==> config.mk <==
export PLATFORM = sky130hd
export DESIGN_NAME = char_lcd_instruction_port
export DESIGN_NICKNAME = d
export VERILOG_FILES = /design/src/char_lcd_instruction_port.v
export VERILOG_INCLUDE_DIRS = /design/src
export SDC_FILE = /design/constraint.sdc
export NUM_CORES = 2
export LEC_CHECK = 0
export ABC_AREA = 0
export ABC_CLOCK_PERIOD_IN_PS = 4800
export BUFFER_PORTS_ARGS = -buffer_cell sky130_fd_sc_hd__buf_2
export CAP_MARGIN = 20
export CORE_MARGIN = 4
export CORE_UTILIZATION = 45
export CTS_CLUSTER_SIZE = 40
export DETAILED_ROUTE_END_ITERATION = 6
export PLACE_DENSITY = 0.65
export SYNTH_ARGS = -nofsm -noshare
export SYNTH_HDL_FRONTEND = slang
export SYNTH_SLANG_ARGS = --single-unit
==> constraint.sdc <==
create_clock -name MCLK -period 4.8 [get_ports MCLK]
set_input_delay 0 -clock MCLK [delete_from_list [all_inputs] [get_ports MCLK]]
set_output_delay 0 -clock MCLK [all_outputs]
set_load 0.01 [all_outputs]
==> src/char_lcd_consts.vh <==
// Constants of the character display instruction port.
`ifndef CHAR_LCD_CONSTS_VH
`define CHAR_LCD_CONSTS_VH

// ----------------------------------------------------------------------
// Clock and timing
// ----------------------------------------------------------------------
`define CLK_PERIOD_NS       4
`define EXEC_TIME_NS        40000
`define EXEC_CYCLES         (`EXEC_TIME_NS / `CLK_PERIOD_NS)

// ----------------------------------------------------------------------
// Register port byte offsets
// ----------------------------------------------------------------------
`define REG_STATUS          8'h00
`define REG_CONTROL         8'h04
`define REG_GLYPH_SEL       8'h08
`define REG_GLYPH_ROW       8'h0C

// ----------------------------------------------------------------------
// Field positions
// ----------------------------------------------------------------------
`define ST_AC_LSB           0
`define ST_BUSY_BIT         7
`define ST_WIDTH_BIT        8
`define ST_LINES_BIT        9
`define ST_FONT_BIT         10
`define ST_LOCKED_BIT       11
`define ST_GLYPH_SEL_BIT    12
`define ST_DUTY16_BIT       13
`define ST_INC_BIT          14
`define ST_SHIFT_BIT        15
`define CTL_CURSOR_BIT      0
`define GSEL_ROW_LSB        8
`define FS_WIDTH_BIT        4
`define FS_LINES_BIT        3
`define FS_FONT_BIT         2
`define CUR_ROW             3'h7

// ----------------------------------------------------------------------
// Reset values
// ----------------------------------------------------------------------
`define RST_WIDTH           1'b1
`define RST_LINES           1'b1
`define RST_FONT            1'b0
`define RST_INC             1'b1
`define RST_CTL             1'b0

`endif

==> src/char_lcd_instruction_port.v <==
// Instruction and data port of the character display controller.
//
// The register offsets and the plain strobed port were left to the implementer.
`timescale 1ns/10ps
`include "char_lcd_consts.vh"

module char_lcd_instruction_port #(
    parameter EXEC_CYCLES = `EXEC_CYCLES,
    parameter BUSY_W      = 16
) (
    input  wire        MCLK,
    input  wire        RESET_N,
    input  wire        E,
    input  wire        REGISTER_SELECT,
    input  wire        RW,
    input  wire [7:0]  DB_IN,
    output reg  [7:0]  DB_OUT,
    output reg         DB_OE,
    output reg         SHIFT_LEFT,
    output reg         SHIFT_RIGHT,
    input  wire [7:0]  ADDR,
    input  wire [31:0] WDATA,
    input  wire        WR,
    input  wire        RD,
    output reg  [31:0] RDATA
);

    // ------------------------------------------------------------------
    // Helper functions
    // ------------------------------------------------------------------

    // Steps the pointer by one in the given direction: up when inc is set, down otherwise.
    function [6:0] step_ptr;
        input [6:0] ptr;
        input       inc;
        begin
            step_ptr = inc ? ptr + 7'h01 : ptr - 7'h01;
        end
    endfunction

    // Picks the byte or nibble presented on the bus.
    function [7:0] bus_view;
        input [7:0] val;
        input       wide;
        input       phase;
        begin
            if (wide)
                bus_view = val;
            else if (!phase)
                bus_view = {val[7:4], 4'h0};
            else
                bus_view = {val[3:0], 4'h0};
        end
    endfunction

    // ------------------------------------------------------------------
    // Declarations
    // ------------------------------------------------------------------
    reg  [2:0]        e_sync_ff;
    reg  [1:0]        rs_sync_ff;
    reg  [1:0]        rw_sync_ff;
    reg  [7:0]        db_s1_ff;
    reg  [7:0]        db_s2_ff;
    reg               bus_width_select_ff;
    reg               lines_ff;
    reg               font_ff;
    reg               func_seen_ff;
    reg               locked_ff;
    reg               glyph_sel_ff;
    reg               inc_ff;
    reg               shift_en_ff;
    reg               nib_phase_ff;
    reg  [3:0]        hi_nib_ff;
    reg  [6:0]        address_pointer_ff;
    reg  [7:0]        data_register_ff;
    reg  [BUSY_W-1:0] busy_cnt_ff;
    reg               cursor_en_ff;
    reg  [10:0]       glyph_pick_ff;
    reg  [7:0]        glyph_ram [0:63];
    reg  [7:0]        display_ram [0:127];
    wire              e_fall;
    wire              busy_flag;
    wire              full_byte;
    wire [7:0]        rx_byte;
    wire              do_instr;
    wire              do_wr;
    wire              do_rd;
    wire [6:0]        stepped;
    reg  [6:0]        nxt_ptr;
    reg               nxt_sel;
    reg               nxt_prefetch;
    wire [7:0]        prefetch_val;
    wire [5:0]        glyph_idx;
    wire [4:0]        glyph_dots;
    wire [7:0]        status_byte;

    // ------------------------------------------------------------------
    // Pin synchronisers
    // ------------------------------------------------------------------

    // Every display bus pin passes two flops before the logic looks at it; the register port is used unsynchronised.
    always @(posedge MCLK or negedge RESET_N) begin
        if (!RESET_N) begin
            e_sync_ff  <= 3'h0;
            rs_sync_ff <= 2'h0;
            rw_sync_ff <= 2'h0;
            db_s1_ff   <= 8'h00;
            db_s2_ff   <= 8'h00;
        end else begin
            e_sync_ff  <= {e_sync_ff[1:0], E};
            rs_sync_ff <= {rs_sync_ff[0], REGISTER_SELECT};
            rw_sync_ff <= {rw_sync_ff[0], RW};
            db_s1_ff   <= DB_IN;
            db_s2_ff   <= db_s1_ff;
        end
    end

    // Falling enable edge seen on the synchronised copy.
    assign e_fall = e_sync_ff[2] & ~e_sync_ff[1];

    // ------------------------------------------------------------------
    // Byte assembly and decode
    // ------------------------------------------------------------------
    assign busy_flag = (busy_cnt_ff != {BUSY_W{1'b0}});
    assign full_byte = e_fall & (bus_width_select_ff | nib_phase_ff);
    assign rx_byte   = bus_width_select_ff ? db_s2_ff : {hi_nib_ff, db_s2_ff[7:4]};
    // Writes and data reads are ignored while busy.
    assign do_instr  = full_byte & ~rs_sync_ff[1] & ~rw_sync_ff[1] & ~busy_flag;
    assign do_wr     = full_byte & rs_sync_ff[1] & ~rw_sync_ff[1] & ~busy_flag;
    assign do_rd     = full_byte & rs_sync_ff[1] & rw_sync_ff[1] & ~busy_flag;
    assign stepped   = step_ptr(address_pointer_ff, inc_ff);

    // Next pointer, RAM selection and whether the read latch reloads.
    always @* begin
        nxt_ptr      = address_pointer_ff;
        nxt_sel      = glyph_sel_ff;
        nxt_prefetch = 1'b0;
        if (do_instr) begin
            casez (rx_byte)
                8'b1???_????: begin
                    nxt_ptr      = rx_byte[6:0];
                    nxt_sel      = 1'b0;
                    nxt_prefetch = 1'b1;
                end
                8'b01??_????: begin
                    nxt_ptr      = {1'b0, rx_byte[5:0]};
                    nxt_sel      = 1'b1;
                    nxt_prefetch = 1'b1;
                end
                8'b0001_0???: begin
                    nxt_ptr      = step_ptr(address_pointer_ff, rx_byte[2]);
                    nxt_sel      = 1'b0;
                    nxt_prefetch = 1'b1;
                end
                default: begin
                    nxt_ptr = address_pointer_ff;
                end
            endcase
        end else if (do_wr) begin
            nxt_ptr = stepped;
        end else if (do_rd) begin
            nxt_ptr      = stepped;
            nxt_prefetch = 1'b1;
        end
    end

    // Contents of the newly addressed cell for the read latch.
    assign prefetch_val = nxt_sel ? glyph_ram[nxt_ptr[5:0]] : display_ram[nxt_ptr];

    // ------------------------------------------------------------------
    // Control state
    // ------------------------------------------------------------------

    // Function set, entry mode, pointer, read latch and busy timer.
    always @(posedge MCLK or negedge RESET_N) begin
        if (!RESET_N) begin
            bus_width_select_ff <= `RST_WIDTH;
            lines_ff            <= `RST_LINES;
            font_ff             <= `RST_FONT;
            func_seen_ff        <= 1'b0;
            locked_ff           <= 1'b0;
            glyph_sel_ff        <= 1'b0;
            inc_ff              <= `RST_INC;
            shift_en_ff         <= 1'b0;
            nib_phase_ff        <= 1'b0;
            hi_nib_ff           <= 4'h0;
            address_pointer_ff  <= 7'h00;
            data_register_ff    <= 8'h00;
            busy_cnt_ff         <= {BUSY_W{1'b0}};
            SHIFT_LEFT          <= 1'b0;
            SHIFT_RIGHT         <= 1'b0;
        end else begin
            SHIFT_LEFT  <= 1'b0;
            SHIFT_RIGHT <= 1'b0;
            // Nibble phase advances on every enable fall in narrow mode.
            if (e_fall && !bus_width_select_ff) begin
                nib_phase_ff <= ~nib_phase_ff;
                if (!nib_phase_ff)
                    hi_nib_ff <= db_s2_ff[7:4];
            end
            address_pointer_ff <= nxt_ptr;
            glyph_sel_ff       <= nxt_sel;
            // Write leaves the latch stale; only set, cursor shift and read reload it.
            if (nxt_prefetch)
                data_register_ff <= prefetch_val;
            if (busy_flag)
                busy_cnt_ff <= busy_cnt_ff - {{(BUSY_W-1){1'b0}}, 1'b1};
            if (do_instr || do_wr || do_rd)
                busy_cnt_ff <= EXEC_CYCLES[BUSY_W-1:0];
            if (do_instr) begin
                if (rx_byte[7:5] == 3'b001) begin
                    func_seen_ff        <= 1'b1;
                    bus_width_select_ff <= rx_byte[`FS_WIDTH_BIT];
                    nib_phase_ff        <= 1'b0;
                    if (!locked_ff) begin
                        lines_ff <= rx_byte[`FS_LINES_BIT];
                        font_ff  <= rx_byte[`FS_FONT_BIT];
                    end
                end else begin
                    if (!func_seen_ff)
                        locked_ff <= 1'b1;
                    if (rx_byte[7:2] == 6'b000001) begin
                        inc_ff      <= rx_byte[1];
                        shift_en_ff <= rx_byte[0];
                    end
                    if (rx_byte[7:3] == 5'b00011) begin
                        SHIFT_LEFT  <= ~rx_byte[2];
                        SHIFT_RIGHT <= rx_byte[2];
                    end
                end
            end
            // Entry-mode display shift after a display RAM write only.
            if (do_wr && !glyph_sel_ff && shift_en_ff) begin
                SHIFT_LEFT  <= inc_ff;
                SHIFT_RIGHT <= ~inc_ff;
            end
        end
    end

    // ------------------------------------------------------------------
    // Storage
    // ------------------------------------------------------------------

    // Data writes land in the RAM picked by the last address set; a cursor shift picks display RAM.
    always @(posedge MCLK) begin
        if (do_wr) begin
            if (glyph_sel_ff)
                glyph_ram[address_pointer_ff[5:0]] <= rx_byte;
            else
                display_ram[address_pointer_ff] <= rx_byte;
        end
    end

    // ------------------------------------------------------------------
    // Bus read drive
    // ------------------------------------------------------------------
    assign status_byte = {busy_flag, address_pointer_ff};

    // Read data stand on the pins while enable is high.
    always @(posedge MCLK or negedge RESET_N) begin
        if (!RESET_N) begin
            DB_OUT <= 8'h00;
            DB_OE  <= 1'b0;
        end else if (e_sync_ff[1] && rw_sync_ff[1]) begin
            DB_OE <= 1'b1;
            if (rs_sync_ff[1])
                DB_OUT <= bus_view(data_register_ff, bus_width_select_ff, nib_phase_ff);
            else
                DB_OUT <= bus_view(status_byte, bus_width_select_ff, nib_phase_ff);
        end else begin
            DB_OUT <= 8'h00;
            DB_OE  <= 1'b0;
        end
    end

    // ------------------------------------------------------------------
    // Glyph row lookup
    // ------------------------------------------------------------------
    // Code bits 0-2 form the upper glyph address, code bit 3 is dropped.
    assign glyph_idx  = {glyph_pick_ff[2:0], glyph_pick_ff[`GSEL_ROW_LSB+2:`GSEL_ROW_LSB]};
    // Only custom codes light dots; the cursor row ORs in the cursor.
    assign glyph_dots = (glyph_pick_ff[7:4] != 4'h0) ? 5'h00 :
                        (glyph_ram[glyph_idx][4:0] |
                        ((cursor_en_ff && glyph_pick_ff[10:8] == `CUR_ROW) ? 5'h1F : 5'h00));

    // ------------------------------------------------------------------
    // Register port
    // ------------------------------------------------------------------

    // Software writes to the cursor control and glyph selector.
    always @(posedge MCLK or negedge RESET_N) begin
        if (!RESET_N) begin
            cursor_en_ff  <= `RST_CTL;
            glyph_pick_ff <= 11'h000;
        end else if (WR) begin
            if (ADDR == `REG_CONTROL)
                cursor_en_ff <= WDATA[`CTL_CURSOR_BIT];
            if (ADDR == `REG_GLYPH_SEL)
                glyph_pick_ff <= WDATA[10:0];
        end
    end

    // Read data stand for one cycle after the strobe; unmapped read zero.
    always @(posedge MCLK or negedge RESET_N) begin
        if (!RESET_N) begin
            RDATA <= 32'h0000_0000;
        end else if (RD) begin
            case (ADDR)
                `REG_STATUS:    RDATA <= {16'h0000, shift_en_ff, inc_ff,
                                          lines_ff & ~font_ff, glyph_sel_ff, locked_ff,
                                          font_ff, lines_ff, bus_width_select_ff,
                                          status_byte};
                `REG_CONTROL:   RDATA <= {31'h0000_0000, cursor_en_ff};
                `REG_GLYPH_SEL: RDATA <= {21'h00_0000, glyph_pick_ff};
                `REG_GLYPH_ROW: RDATA <= {27'h000_0000, glyph_dots};
                default:        RDATA <= 32'h0000_0000;
            endcase
        end else begin
            RDATA <= 32'h0000_0000;
        end
    end

endmodule // char_lcd_instruction_port

==> parameters.txt <==
Parameter                              Value

Yosys
  Simple-gate area share of the yosys netlist    15.24%
  Xor and xnor area share after synthesis    0.1769%
  Area share of the largest cell type after synthesis    66.54%
  Synth cell types    71
  Post-synthesis sequential area ratio    70.37%
  Gate count of the mapped netlist    5418
  Avg Synthesized Cell Area    12.79 um2
  Post-synthesis share of cell area spent on full adders, half adders and majority gates    0.09025%
  Cell types occupying the most area after synthesis    sky130_fd_sc_hd__edfxtp_1 (67%), sky130_fd_sc_hd__nand2_1 (6.7%), sky130_fd_sc_hd__nand3_1 (3.9%)
  Share of the synthesized area in compound gates (AO/OA/AOI/OAI)    5.823%
  Most area-hungry cell type in the Yosys netlist    sky130_fd_sc_hd__edfxtp_1
  Multiplexer share of the synthesized area    5.796%
  Synthesis warning total    0
  Main combinational cell family by area after synthesis    simple AND/OR/NAND/NOR gates
  Fraction of registers with async set/reset    6.456%
  Leading register cell type out of synthesis    sky130_fd_sc_hd__edfxtp_1
  Synthesized flop and latch total    1642
  Synthesized cell area    69320 um2
  Number of synthesized flops with an enable pin    1536

Layout
  Number of standard cells in the layout, taps in and fillers out    7825
  Antenna Cells    0
  Most frequent cells in the layout    sky130_fd_sc_hd__edfxtp_1 (1536), sky130_fd_sc_hd__nand2_1 (1232), sky130_fd_sc_hd__nand3_1 (539), sky130_fd_sc_hd__nor2_1 (391), sky130_fd_sc_hd__mux2i_1 (253)
  Syn-to-layout area delta    15.20%
  Share of final-layout standard cells stronger than drive strength 1    13.08%
  Final standard cell area without fillers    79850 um2
  Leading cell type in the layout, fill and taps excluded    sky130_fd_sc_hd__edfxtp_1
  Nets    5723

Setup path
  Worst endpoint data arrival time    5.61 ns
  Classification of the worst setup path    reg -> reg
  Critical Path Max Stage Delay    0.73 ns
  Most repeated library cell on the critical path    sky130_fd_sc_hd__buf_4
  Largest delay share family, worst path    simple AND/OR/NAND/NOR gates
  Endpoint kind of the worst setup timing path    flop
  Chain of cells forming the critical path    or4_1 > buf_4 > nor4_1 > buf_4 > a32o_1 > o22ai_1 > nor2_1 > and2_1 > buf_4 > o21ai_0 > a211oi_2 > o2bb2ai_4 > a31o_1 > a21oi_1 > or2_1
  Crit-path slowest cell    sky130_fd_sc_hd__nor2_1
  Buffer and inverter count on the worst path    3
  Launch point of the critical path    busy_cnt_ff[11]
  Reg2Reg Depth    15
  Critical path fanouts, max    16
  Source of the worst register-to-register timing path    busy_cnt_ff[11]
  Cell depth of the worst setup path    15
  Kind of start point of the critical path    flop
  CP required    5.56 ns

Power and ir drop
  Clk pwr share    37.1%
  Power density cells    418.7 nW/um2
  Gate power share    12.1%
  IR drop worst, VDD    480.3 uV
  Proportion of total power due to net switching    25.84%
  Int Power    24.79 mW
  Leak Pwr    26.83 nW
  Share of total power in sequential cells    50.7%
  Power dissipated by switching net loads    8.641 mW

Drt
  Via total after detailed routing    47130
  WL per Instance    26.44 um
  First drt pass iteration count    7
  Residual DRC    1
  Number of vias per cell after detailed routing    6.022
  Total Routed Length    206900 um
  DRT iter0 DRCs    5996
  Antenna viol nets, final    0

Outcome
  Status    finished, violations left
  Failing checks    design-rule violations, negative setup slack

Floorplan
  Floorplan die width    400.5 um
  Initial core utilization    45.47%
  Total Die Area    160400 um2
  Count of pins on the block boundary    98
  Row count    143
  Die extent in y    400.5 um
  Placeable core region    152400 um2

Timing
  Worst Slack Setup Final    -0.05353 ns
  Worst slew margin    17.72%
  RSZ-0062 raised after global routing    yes
  Maximum operating frequency    0.2060 GHz
  Fin. max-slew vios    0
  Number of failing setup endpoints in the final timing report    1
  Setup Skew    0.03610 ns
  Least-Margin Pin Slew    1.234 ns
  Final hold viol count    0
  Final period util    101.1%
  Final Critical Period    4.854 ns

Global routing
  GRT Total Usage    24.96%
  Initial antenna violation count    3
  Largest net degree at the start of global routing    196
  Via count of the first global-routing pass    44550
  Remaining global-route overflow    0
  First-pass GRT wire length    300500 um

Min path
  Cell count of the worst hold path    5
  Hold path startpoint    ADDR[5]
  Hold WC Path Type    in -> reg

Place
  Detail Placement HPWL    126100 um
  Cell Count Post-Placement    7457
  Instance area at placement    73640 um2
  Placer's final routability congestion estimate    0.9589
  IO Port Bufs    60

Clock tree
  H-tree Lvls    4
  Register clock-pin slew on the reported worst setup and hold paths    0.06 ns
  TritonCTS clock tree    yes
  Maximum number of buffers from clock root to sink    3
  Clock sinks    1642
  Insertion delay to the later sink of the worst-skew pair    0.82 ns
  Root buffer cell    sky130_fd_sc_hd__clkbuf_16
  Number of CTS-inserted buffers    166

Flow run
  Max_cap viols    0
==> state kept, by name, summed over array words and instances (netlist names), 2 cells and up <==
| register | count |
|---|---|
| db_s1_ff | 8 |
| e_sync_ff | 3 |
| glyph_ram | 512 |
| data_register_ff | 8 |
| DB_OUT | 8 |
| hi_nib_ff | 4 |
| glyph_pick_ff | 11 |
| display_ram | 1024 |
| address_pointer_ff | 7 |
| rw_sync_ff | 2 |
| db_s2_ff | 8 |
| busy_cnt_ff | 16 |
| RDATA | 16 |
| rs_sync_ff | 2 |
==> area by class of cell <==
type	instances	area, um2
inverters	16	101.3
well taps	2030	2540
repair buffers	431	3986
fillers	12660	72590
clock inverters	85	743.2
clock buffers	215	4409
flip-flops and latches	1642	48790
multi-input cells	3406	19290
==> power by group through the flow <==
stage | clock (mW) | sequential (mW) | combinational (mW)
after floorplan | 0 | 17.3 | 2.02
after global placement | 0 | 17.2 | 3.82
after detailed placement | 0 | 17.2 | 3.88
after CTS | 12.5 | 16.9 | 3.93
after global routing | 13.2 | 17.0 | 4.26
final | 12.4 | 17.0 | 4.06
==> logic make-up (layout without fill, tap and decap cells) <==
group,Yosys count,in the layout
and+or+nand+nor,2442,2442
DFF,1642,1642
AOI/OAI and AO/OA,595,595
buffers and inverters,385,747
muxes,334,334
xor gates and xnor gates,14,14
adders and majority gates,5,5
other,1,16
==> final timing paths <==
path	end	slack (ns)
max	data_register_ff[3]	-0.05
max in group asynchronous	DB_OUT[3]	4.01
min in group asynchronous	lines_ff	0.36
max reg2reg	data_register_ff[3]	-0.05
min	glyph_pick_ff[10]	0.29
min reg2reg	db_s2_ff[4]	0.35
==> synth_stat cells (50+ instances only) <==
cell,count
sky130_fd_sc_hd__o21ai_0,93
sky130_fd_sc_hd__nand3_1,539
sky130_fd_sc_hd__buf_2,135
sky130_fd_sc_hd__o2111ai_1,50
sky130_fd_sc_hd__a21oi_1,145
sky130_fd_sc_hd__buf_1,65
sky130_fd_sc_hd__a311oi_1,50
sky130_fd_sc_hd__edfxtp_1,1536
sky130_fd_sc_hd__a31oi_1,59
sky130_fd_sc_hd__nor2_1,394
sky130_fd_sc_hd__dfrtp_1,103
sky130_fd_sc_hd__mux4_2,51
sky130_fd_sc_hd__and3_1,74
sky130_fd_sc_hd__nand2_1,1233
sky130_fd_sc_hd__mux2i_1,254
sky130_fd_sc_hd__clkbuf_1,141
==> through the flow <==
stage               setup TNS (ns)  power (mW)  hold WS (ns)  setup WS [ns]  util (%)
floorplan                        0       19.28       -0.2956        0.01089         -
global placement           -0.8000       21.05        0.1086        -0.1680     48.29
detailed placement         -0.5207       21.11        0.1094        -0.1892     48.31
CTS                              0       33.41        0.2130        0.01840     52.16
global route               -0.1185       34.39        0.2884       -0.03238     52.38
finish                    -0.05353       33.43        0.2947       -0.05353     52.38
==> tightest hold or removal path, cell delays in order <==
cell and delay, ns:
sky130_fd_sc_hd__buf_2 0.07, sky130_fd_sc_hd__or4_1 0.12, sky130_fd_sc_hd__nor4_1 0.07, sky130_fd_sc_hd__and3_1 0.47, sky130_fd_sc_hd__mux2_2 0.34
==> layer usage <==
metal  wire (um)  global-route usage, %  up-vias
li1            -                      -    20600
met1       80410                  34.00    23430
met2       97360                  39.81     2638
met3       20610                  5.002      459
met4        8482                  9.495        2
met5          13                      0        -
==> timing repair <==
item,CTS,global route
setup endpoints to repair,7,8
setup buffers,0,5
hold buffers,61,0
resized for setup,16,51
endpoints found under the hold margin,111,0
pin swaps,0,3
cloned,0,2
Note: power is estimated with default switching activity, not from simulation.
